[config.mk]
export PLATFORM = sky130hd
export DESIGN_NAME = serial_front
export DESIGN_NICKNAME = d
export VERILOG_FILES = /design/src/common/line_pkg.sv /design/src/logic/byte_ram.sv /design/src/logic/serial_front.sv
export SDC_FILE = /design/constraint.sdc
export NUM_CORES = 2
export LEC_CHECK = 0
export BUFFER_PORTS_ARGS = -buffer_cell sky130_fd_sc_hd__buf_2
export CAP_MARGIN = 20
export CORE_MARGIN = 10
export CORE_UTILIZATION = 57
export CTS_CLUSTER_SIZE = 12
export DETAILED_ROUTE_END_ITERATION = 6
export PLACE_DENSITY = 0.84
export SLEW_MARGIN = 20
export SYNTH_ARGS = -nofsm -noshare
export SYNTH_HDL_FRONTEND = slang
export SYNTH_SLANG_ARGS = --single-unit
[constraint.sdc]
create_clock -name ref_clk -period 4 [get_ports ref_clk]
set_input_delay 0 -clock ref_clk [delete_from_list [all_inputs] [get_ports ref_clk]]
set_output_delay 0 -clock ref_clk [all_outputs]
set_load 0.02 [all_outputs]
[src/common/line_pkg.sv]
// Shared constants and types for the serial line front end
package line_pkg;
   // ------------------------------------------------------------
   // Register offsets
   // ------------------------------------------------------------
   localparam logic [3:0] REG_DATA  = 4'h0;
   localparam logic [3:0] REG_LINE  = 4'h1;
   localparam logic [3:0] REG_MODEM = 4'h2;
   localparam logic [3:0] REG_FEAT  = 4'h3;
   localparam logic [3:0] REG_FCTL  = 4'h4;
   localparam logic [3:0] REG_EMODE = 4'h5;
   localparam logic [3:0] REG_TRIG  = 4'h6;
   localparam logic [3:0] REG_STAT  = 4'h7;
   localparam logic [3:0] REG_DIV   = 4'h8;
   localparam logic [3:0] REG_RXCNT = 4'h9;
   // ------------------------------------------------------------
   // Field positions
   // ------------------------------------------------------------
   localparam int LINE_TWO_STOP = 2;
   localparam int LINE_PAR_EN   = 3;
   localparam int LINE_PAR_EVEN = 4;
   localparam int LINE_TX_OFF   = 5;
   localparam int MODEM_LOOP    = 4;
   localparam int MODEM_IR      = 6;
   localparam int MODEM_PRESC   = 7;
   localparam int FEAT_ENH      = 4;
   localparam int FCTL_DIR      = 3;
   localparam int EMODE_DMA_TX  = 2;
   localparam int ST_RX_AVAIL   = 0;
   localparam int ST_TX_EMPTY   = 1;
   localparam int ST_PAR        = 2;
   localparam int ST_OVR        = 3;
   localparam int ST_FRAME      = 4;
   localparam int ST_TC         = 5;
   localparam int ST_TRIG       = 6;
   // ------------------------------------------------------------
   // Sizes, reset values and counts
   // ------------------------------------------------------------
   localparam int         PTR_W      = 7;
   localparam int         CNT_W      = 8;
   localparam logic [7:0] FIFO_DEPTH = 8'h80;
   localparam logic [7:0] REG_RESET  = 8'h00;
   localparam logic [3:0] TCK_LAST   = 4'hF;
   localparam logic [3:0] TCK_MID    = 4'h7;
   localparam logic [3:0] IR_PULSE   = 4'h3;
   localparam logic [4:0] IR_HOLD    = 5'h10;
   localparam logic [1:0] PRE_LAST   = 2'h3;
   localparam logic [2:0] BIT_LAST   = 3'h7;
   localparam logic [7:0] TRIG_L0    = 8'h08;
   localparam logic [7:0] TRIG_L1    = 8'h20;
   localparam logic [7:0] TRIG_L2    = 8'h40;
   localparam logic [7:0] TRIG_L3    = 8'h70;
   // ------------------------------------------------------------
   // State types
   // ------------------------------------------------------------
   typedef enum logic [2:0] {TX_IDLE, TX_START, TX_DATA, TX_PAR, TX_STOP} tx_state_t;
   typedef enum logic [2:0] {RX_IDLE, RX_START, RX_DATA, RX_PAR, RX_STOP} rx_state_t;
endpackage

[src/logic/byte_ram.sv]
// 128 x 8 queue storage with registered read and write bypass
`timescale 1ns/1ns
module byte_ram (
   input  wire logic                      ref_clk,
   input  wire logic                      we,
   input  wire logic [line_pkg::PTR_W-1:0] waddr,
   input  wire logic [7:0]                wdata,
   input  wire logic [line_pkg::PTR_W-1:0] raddr,
   output logic      [7:0]                q
);
   import line_pkg::*;
   logic [7:0] mem [0:(1<<PTR_W)-1];

   // Bypass keeps the head word correct when a write lands on an empty queue
   always_ff @(posedge ref_clk) begin
      if (we) begin
         mem[waddr] <= wdata;
      end
      q <= (we && waddr == raddr) ? wdata : mem[raddr];
   end
endmodule

[src/logic/serial_front.sv]
// Serial line front end: framing, infrared, loopback, prescale, DMA and direction
`timescale 1ns/1ns
module serial_front (
   input  wire logic       ref_clk,
   input  wire logic       rstn,
   input  wire logic [3:0] addr,
   input  wire logic [7:0] wdata,
   input  wire logic       wr,
   input  wire logic       rd,
   output logic      [7:0] rdata,
   input  wire logic       serial_rx_in,
   output logic            serial_tx_out,
   input  wire logic       prescale_select_in,
   input  wire logic       dma_enable_n,
   input  wire logic       dma_terminal_count,
   input  wire logic       dma_acknowledge_n,
   output logic            dma_request,
   output logic            direction_control_out,
   output logic            irq_out,
   output logic            irq_oe
);
   import line_pkg::*;

   typedef struct packed {
      logic [7:0]       line, modem, feat, fctl, emode, trig, divisor, rdata;
      logic [1:0]       pre_cnt;
      logic [7:0]       baud_cnt;
      logic             tick, four_x;
      logic [1:0]       psel_s, dma_s, dma_acknowledge_n_s, tc_s, rx_s;
      tx_state_t        tx_st;
      logic [7:0]       tx_sh;
      logic [2:0]       tx_bit;
      logic [3:0]       tx_tck;
      logic             tx_line, tx_pin;
      logic [PTR_W-1:0] tx_wp, tx_rp;
      logic [CNT_W-1:0] tx_cnt;
      rx_state_t        rx_st;
      logic [7:0]       rx_sh;
      logic [2:0]       rx_bit;
      logic [3:0]       rx_tck;
      logic [4:0]       ir_hold;
      logic [PTR_W-1:0] rx_wp, rx_rp;
      logic [CNT_W-1:0] rx_cnt;
      logic             par_err, ovr_err, frm_err, tc_seen;
      logic             dir, dma_req, irq;
   } state_t;

   state_t     s;
   state_t     n;
   logic [7:0] tx_q;
   logic [7:0] rx_q;
   logic       tx_push;
   logic       rx_push;
   logic       pre_tick;
   logic       dir_en;
   logic       rx_bitval;

   function automatic logic parity_bit(input logic [7:0] d, input logic even);
      parity_bit = even ? ^d : ~^d;
   endfunction

   function automatic logic [7:0] trig_level(input logic [1:0] sel);
      case (sel)
         2'h0:    trig_level = TRIG_L0;
         2'h1:    trig_level = TRIG_L1;
         2'h2:    trig_level = TRIG_L2;
         default: trig_level = TRIG_L3;
      endcase
   endfunction

   // ------------------------------------------------------------
   // Queue storage
   // ------------------------------------------------------------
   // two queues
   byte_ram tx_ram (
      .ref_clk (ref_clk),
      .we      (tx_push),
      .waddr   (s.tx_wp),
      .wdata   (wdata),
      .raddr   (n.tx_rp),
      .q       (tx_q)
   );
   byte_ram rx_ram (
      .ref_clk (ref_clk),
      .we      (rx_push),
      .waddr   (s.rx_wp),
      .wdata   (s.rx_sh),
      .raddr   (n.rx_rp),
      .q       (rx_q)
   );

   // ------------------------------------------------------------
   // Next state
   // ------------------------------------------------------------
   always_comb begin
      n        = s;
      tx_push  = 1'b0;
      rx_push  = 1'b0;
      pre_tick = 1'b0;
      dir_en   = s.feat[FEAT_ENH] & s.fctl[FCTL_DIR];
      // Pin synchronisers: only the second stage is read below
      n.psel_s = {s.psel_s[0], prescale_select_in};
      n.dma_s  = {s.dma_s[0], dma_enable_n};
      n.dma_acknowledge_n_s = {s.dma_acknowledge_n_s[0], dma_acknowledge_n};
      n.tc_s   = {s.tc_s[0], dma_terminal_count};
      n.rx_s   = {s.rx_s[0], serial_rx_in};
      n.rdata  = 8'h00;

      // modem bit 7 forces divide by four
      n.four_x  = s.modem[MODEM_PRESC] | ~s.psel_s[1];
      n.pre_cnt = s.pre_cnt + 2'h1;
      pre_tick  = !s.four_x || s.pre_cnt == PRE_LAST;
      n.tick    = 1'b0;
      if (pre_tick) begin
         if (s.baud_cnt == 8'h00) begin
            n.tick     = 1'b1;
            n.baud_cnt = s.divisor;
         end else begin
            n.baud_cnt = s.baud_cnt - 8'h01;
         end
      end

      // Register writes
      if (wr) begin
         case (addr)
            REG_DATA: begin
               if (s.tx_cnt != FIFO_DEPTH) begin
                  tx_push = 1'b1;
               end
            end
            REG_LINE:  n.line    = wdata;
            REG_MODEM: n.modem   = wdata;
            REG_FEAT:  n.feat    = wdata;
            REG_FCTL:  n.fctl    = wdata;
            REG_EMODE: n.emode   = wdata;
            REG_TRIG:  n.trig    = wdata;
            REG_DIV:   n.divisor = wdata;
            default: ;
         endcase
      end

      // Register reads; status read clears the sticky flags
      if (rd) begin
         case (addr)
            REG_DATA: begin
               n.rdata = rx_q;
               if (s.rx_cnt != 8'h00) begin
                  n.rx_rp = s.rx_rp + 7'h01;
               end
            end
            REG_LINE:  n.rdata = s.line;
            REG_MODEM: n.rdata = s.modem;
            REG_FEAT:  n.rdata = s.feat;
            REG_FCTL:  n.rdata = s.fctl;
            REG_EMODE: n.rdata = s.emode;
            REG_TRIG:  n.rdata = s.trig;
            REG_DIV:   n.rdata = s.divisor;
            REG_RXCNT: n.rdata = s.rx_cnt;
            REG_STAT: begin
               n.rdata[ST_RX_AVAIL] = s.rx_cnt != 8'h00;
               n.rdata[ST_TX_EMPTY] = s.tx_cnt == 8'h00 && s.tx_st == TX_IDLE;
               n.rdata[ST_PAR]      = s.par_err;
               n.rdata[ST_OVR]      = s.ovr_err;
               n.rdata[ST_FRAME]    = s.frm_err;
               n.rdata[ST_TC]       = s.tc_seen;
               n.rdata[ST_TRIG]     = s.irq;
               n.par_err = 1'b0;
               n.ovr_err = 1'b0;
               n.frm_err = 1'b0;
               n.tc_seen = 1'b0;
            end
            default: ;
         endcase
      end
      if (tx_push) begin
         n.tx_wp = s.tx_wp + 7'h01;
      end

      case (s.tx_st)
         TX_IDLE: begin
            n.tx_line = 1'b1;
            if (s.tick && s.tx_cnt != 8'h00 && !s.line[LINE_TX_OFF]) begin
               n.tx_sh   = tx_q;
               n.tx_rp   = s.tx_rp + 7'h01;
               n.tx_st   = TX_START;
               n.tx_tck  = 4'h0;
               n.tx_bit  = 3'h0;
               n.tx_line = 1'b0;
            end
         end
         default: begin
            if (s.tick) begin
               n.tx_tck = s.tx_tck + 4'h1;
               if (s.tx_tck == TCK_LAST) begin
                  case (s.tx_st)
                     TX_START: begin
                        n.tx_st   = TX_DATA;
                        n.tx_line = s.tx_sh[0];
                     end
                     TX_DATA: begin
                        n.tx_bit = s.tx_bit + 3'h1;
                        if (s.tx_bit == BIT_LAST) begin
                           n.tx_st   = s.line[LINE_PAR_EN] ? TX_PAR : TX_STOP;
                           n.tx_line = s.line[LINE_PAR_EN] ?
                                       parity_bit(s.tx_sh, s.line[LINE_PAR_EVEN]) : 1'b1;
                           n.tx_bit  = 3'h0;
                        end else begin
                           n.tx_line = s.tx_sh[s.tx_bit + 3'h1];
                        end
                     end
                     TX_PAR: begin
                        n.tx_st   = TX_STOP;
                        n.tx_line = 1'b1;
                     end
                     default: begin
                        n.tx_line = 1'b1;
                        if (s.line[LINE_TWO_STOP] && s.tx_bit == 3'h0) begin
                           n.tx_bit = 3'h1;
                        end else begin
                           n.tx_st = TX_IDLE;
                        end
                     end
                  endcase
               end
            end
         end
      endcase

      // plain idle, disabled or looped pin stays high
      // infrared pin low unless a zero pulse is sent
      if (s.modem[MODEM_LOOP] || s.line[LINE_TX_OFF]) begin
         n.tx_pin = !s.modem[MODEM_IR];
      end else if (s.modem[MODEM_IR]) begin
         n.tx_pin = n.tx_st != TX_IDLE && !n.tx_line && n.tx_tck < IR_PULSE;
      end else begin
         n.tx_pin = n.tx_line;
      end

      // infrared pulse stretched to a whole zero bit
      if (s.modem[MODEM_IR] && s.rx_s[1]) begin
         n.ir_hold = IR_HOLD;
      end else if (s.tick && s.ir_hold != 5'h00) begin
         n.ir_hold = s.ir_hold - 5'h01;
      end
      // receiver fed from own transmit stream
      if (s.modem[MODEM_LOOP]) begin
         rx_bitval = s.tx_line;
      end else if (s.modem[MODEM_IR]) begin
         rx_bitval = s.ir_hold == 5'h00;
      end else begin
         rx_bitval = s.rx_s[1];
      end

      case (s.rx_st)
         RX_IDLE: begin
            if (!rx_bitval) begin
               n.rx_st  = RX_START;
               n.rx_tck = 4'h0;
            end
         end
         RX_START: begin
            if (s.tick) begin
               n.rx_tck = s.rx_tck + 4'h1;
               if (s.rx_tck == TCK_MID) begin
                  n.rx_st  = rx_bitval ? RX_IDLE : RX_DATA;
                  n.rx_tck = 4'h0;
                  n.rx_bit = 3'h0;
               end
            end
         end
         default: begin
            if (s.tick) begin
               n.rx_tck = s.rx_tck + 4'h1;
               if (s.rx_tck == TCK_LAST) begin
                  case (s.rx_st)
                     RX_DATA: begin
                        n.rx_sh  = {rx_bitval, s.rx_sh[7:1]};
                        n.rx_bit = s.rx_bit + 3'h1;
                        if (s.rx_bit == BIT_LAST) begin
                           n.rx_st = s.line[LINE_PAR_EN] ? RX_PAR : RX_STOP;
                        end
                     end
                     RX_PAR: begin
                        n.rx_st = RX_STOP;
                        if (rx_bitval != parity_bit(s.rx_sh, s.line[LINE_PAR_EVEN])) begin
                           n.par_err = 1'b1;
                        end
                     end
                     default: begin
                        n.rx_st = RX_IDLE;
                        if (!rx_bitval) begin
                           n.frm_err = 1'b1;
                        end
                        if (s.rx_cnt == FIFO_DEPTH) begin
                           n.ovr_err = 1'b1;
                        end else begin
                           rx_push = 1'b1;
                           n.rx_wp = s.rx_wp + 7'h01;
                        end
                     end
                  endcase
               end
            end
         end
      endcase

      n.tx_cnt = s.tx_cnt + {7'h00, tx_push} - {7'h00, n.tx_rp != s.tx_rp};
      n.rx_cnt = s.rx_cnt + {7'h00, rx_push} - {7'h00, n.rx_rp != s.rx_rp};

      if (!dir_en) begin
         n.dir = 1'b1;
      end else if (tx_push) begin
         n.dir = 1'b0;
      end else if (s.tx_st == TX_IDLE && s.tx_cnt == 8'h00) begin
         // only after the last stop bit
         n.dir = 1'b1;
      end

      // DMA active only with enable low
      // bit 2 picks the direction of DMA
      if (s.dma_s[1]) begin
         n.dma_req = 1'b0;
      end else begin
         if (s.tc_s[1]) begin
            n.tc_seen = 1'b1;
         end
         n.dma_req = s.dma_acknowledge_n_s[1] && (s.emode[EMODE_DMA_TX] ?
                     n.tx_cnt < FIFO_DEPTH : n.rx_cnt != 8'h00);
      end

      n.irq = n.rx_cnt >= trig_level(s.trig[1:0]);
   end

   always_ff @(posedge ref_clk) begin
      if (!rstn) begin
         s         <= '0;
         s.tx_line <= 1'b1;
         s.tx_pin  <= 1'b1;
         s.dir     <= 1'b1;
         s.psel_s  <= 2'h3;
         s.dma_s   <= 2'h3;
         s.dma_acknowledge_n_s  <= 2'h3;
         s.rx_s    <= 2'h3;
      end else begin
         s <= n;
      end
   end

   assign rdata                 = s.rdata;
   assign serial_tx_out         = s.tx_pin;
   assign dma_request           = s.dma_req;
   assign direction_control_out = s.dir;
   assign irq_out               = s.irq;
   assign irq_oe                = s.irq;
endmodule

==> results.py <==
metrics = {
    "status": {
        "status": "finished with violations",
        "violations": "DRC",
    },
    "routing": {
        "vias": 49902,
        "ant_nets": 0,
        "routedWlPerCell_microns": 30.9,
        "avgViaCountPerCell": 6.78,
        "drc": 2,
        "drt-met1-wl_microns": 77000,
        "finalWirelength_microns": 228000,
        "top_layer_used": "met5",
        "dr.pass1.iters": 7,
        "dr_wl_met2_microns": 112000,
        "wl_met3_microns": 24200,
        "drtIter0Drc": 7466,
    },
    "clock_tree": {
        "clk_latency_ns": 0.85,
        "cts_buffers": 215,
        "cts_tree": "done",
        "postCtsSetupBuffers": 0,
        "clk_pin_slew_ns": 0.06,
        "clock_path_buffers": 3,
        "cts_root_buffer": "clkbuf_16",
        "clock_sinks": 2242,
        "h-tree-depth": 4,
    },
    "pwr": {
        "p_switching_mw": 10.8,
        "clock_power_share_pct": 39.0,
        "powerDensity_nw_per_um2": 483,
        "switching_share_pct": 22.3,
        "internal_power_mw": 37.6,
        "leakage_nw": 31.6,
        "irDropWorstVdd_uv": 457,
        "pwr-share-comb_pct": 7.9,
        "power.total_mw": 48.4,
        "p_seq_share_pct": 53.1,
    },
    "yosys": {
        "yosysTopAreaCell": "edfxtp_1",
        "synth_ff_type": "edfxtp_1",
        "synth_area_leaders": "edfxtp_1, mux4_2, dfxtp_1",
        "ys_seq_elements": 2242,
        "synth_area_sq_um": 89200,
        "synth-seq-area-share_pct": 73.3,
        "ys_warn_count": 0,
        "synthTopCellsByCount": "edfxtp_1, mux4_2, nor2_1",
        "synth_most_common_cell": "edfxtp_1",
        "synth_area_per_cell_sq_um": 18.7,
        "yosys.cell_types.count": 83,
        "synth_edf_count": 2048,
        "synthCells": 4766,
        "yosysTopAreaCellShare_pct": 69.0,
        "async_reset_ff_share_pct": 0,
        "syn-num-nets": 4833,
    },
    "die": {
        "die_area_sq_um": 173000,
        "die_height_microns": 416,
        "core_sq_um": 156000,
        "fp-row-count": 145,
        "die_w_microns": 416,
        "start_util_pct": 57.2,
        "pin_count": 34,
    },
    "hold_path": {
        "min_path_type": "input port to flop",
    },
    "flow_run": {
        "maxCapViolCount": 0,
    },
    "global_routing": {
        "grt_pass1_vias": 50791,
        "grt-ovfl-total": 0,
        "grt_max_degree": 104,
        "antenna_found_initial": 4,
        "grt_util_all_layers_pct": 26.0,
        "grt_first_pass_wirelength_microns": 338000,
    },
    "cells_and_area": {
        "fill_cells": 9505,
        "area_growth_pct": 12.5,
        "final_cell_area_sq_um": 100000,
        "seq_area_sq_um": 65400,
        "multiInputGateArea_sq_um": 22100,
        "post-route-util_pct": 64.3,
        "final_cells": 7363,
        "final_nets": 5228,
        "layout-drive-gt1-share_pct": 22.8,
    },
    "setup_path": {
        "critPathLaunchType": "flop",
        "path_class": "flop to flop",
        "crit_required_ns": 4.69,
        "endpoint_kind": "flop",
        "cp_data_arrival_time_ns": 4.44,
        "crit_fanout": 3,
    },
    "timing": {
        "final.setup.worst_slack_ns": 0.246,
        "fmax_ghz": 0.266,
        "fin_crit_sh_pct": 93.8,
        "finalMaxSlewViolations": 0,
        "min_period_ns": 3.75,
        "fin_tns_setup_ns": 0,
        "slew_headroom_pct": 25.0,
        "worstMarginPinSlew_ns": 1.12,
        "fin_worst_skew_ns": 0.0694,
        "finalHoldViolCount": 0,
        "setup_violations": 0,
        "holdWs_ns": 0.212,
    },
    "placement": {
        "place_congestion": 0.916,
        "place_area_sq_um": 93600,
        "post-place-ws_ns": 0.142,
        "dpl.hpwl_microns": 134000,
        "placement.io_buffers": 33,
        "post-place-cells": 6969,
    },
}
-- layout make-up --
class	instances	area share (%)
well taps	2058	2.57
flip-flops and latches	2242	65.3
inverters	55	0.208
repair buffers	441	3.58
multi-input cells	2206	22.1
clock buffers	319	5.90
diodes	6	0.0150
clock inverters	36	0.424
-- worst paths after layout --
| kind | slack [ns] | startpoint | end | depth (start not counted) |
|---|---|---|---|---|
| min reg2reg | 0.39 | n[95]$_SDFF_PN1_ | s[95]$_SDFF_PN1_ | 1 |
| min | 0.21 | wr | s[179]$_SDFFE_PN0P_ | 4 |
| max | 0.25 | s[11]$_SDFF_PN0_ | irq_oe$_SDFF_PN0_ | 17 |
| max reg2reg | 0.25 | s[11]$_SDFF_PN0_ | irq_oe$_SDFF_PN0_ | 17 |
-- repair_timing --
item | in CTS | in global routing
hold buffers | 32 | 0
setup endpoints to repair | 0 | 1
endpoints found under the hold margin | 683 | 0
resized for setup | 0 | 4
-- cells in the final DEF, fill, tap and decap left out, types with 14 or more instances in the layout --
master	Yosys	layout
nand4_1	22	22
and2_1	36	36
buf_12	2	20
and3_1	15	15
xnor2_1	34	33
o21ai_0	62	62
inv_1	54	52
mux2_2	21	21
o22ai_1	32	32
nor2_1	435	434
a22oi_1	82	82
clkbuf_16	0	216
buf_4	56	362
dlygate4sd3_1	0	32
edfxtp_1	2048	2048
a221oi_1	14	14
a22o_1	15	15
a21oi_1	75	73
mux2i_1	291	291
nand2_1	137	137
buf_2	51	25
mux4_2	480	480
nand3_1	62	62
clkbuf_1	111	91
a211oi_1	22	22
ha_1	44	44
dfxtp_1	194	178
xor2_1	15	15
nor2b_1	48	46
nand2b_1	33	33
nor3_1	37	37
a31oi_1	26	26
-- flip-flops by register name, summed over array words and instances (netlist names), named ones only --
name,count
rx_ram.mem,1024
tx_ram.mem,1024
s,163
rdata,8
n,5
direction_control_out,1
dma_request,1
irq_oe,1
serial_tx_out,1
-- cells by family after synthesis --
logic type               share of synthesized area, %
flip-flops                                       73.3
AND/OR/NAND/NOR                                  4.68
multiplexers                                     15.7
AO/OA/AOI/OAI                                    3.25
buffers and inverters                            1.89
XOR/XNOR                                        0.533
adder cells (fa/ha/maj)                         0.662
-- routing by layer --
metal | global-route usage [%] | vias up
met2 | 42.7 | 3844
met5 | 0 | -
met1 | 32.6 | 25296
li1 | - | 19927
met3 | 5.36 | 833
met4 | 14.3 | 2
-- power by group through the flow --
stage	registers, mW	logic (mW)	clock network (mW)
after floorplan	26.1	2.64	0
after global placement	26.2	3.56	0
after detailed placement	26.2	3.63	0
after CTS	25.7	3.74	19.0
after global routing	25.7	4.11	19.8
final	25.7	3.81	18.9
-- critical path, cell delays in order, from the launching register on --
cell and delay (ns):
dfxtp_1 0.34, inv_1 0.06, ha_1 0.19, and4bb_2 0.25, a2111oi_4 0.36, inv_1 0.10, ha_1 0.29, inv_1 0.04
ha_1 0.20, fa_2 0.38, a21o_1 0.20, a21oi_2 0.21, xnor2_2 0.15, ha_1 0.25, a21o_1 0.16, a21o_1 0.18
a21oi_2 0.14, a21oi_1 0.07
No activity file was read; power rests on OpenSTA's default activity.
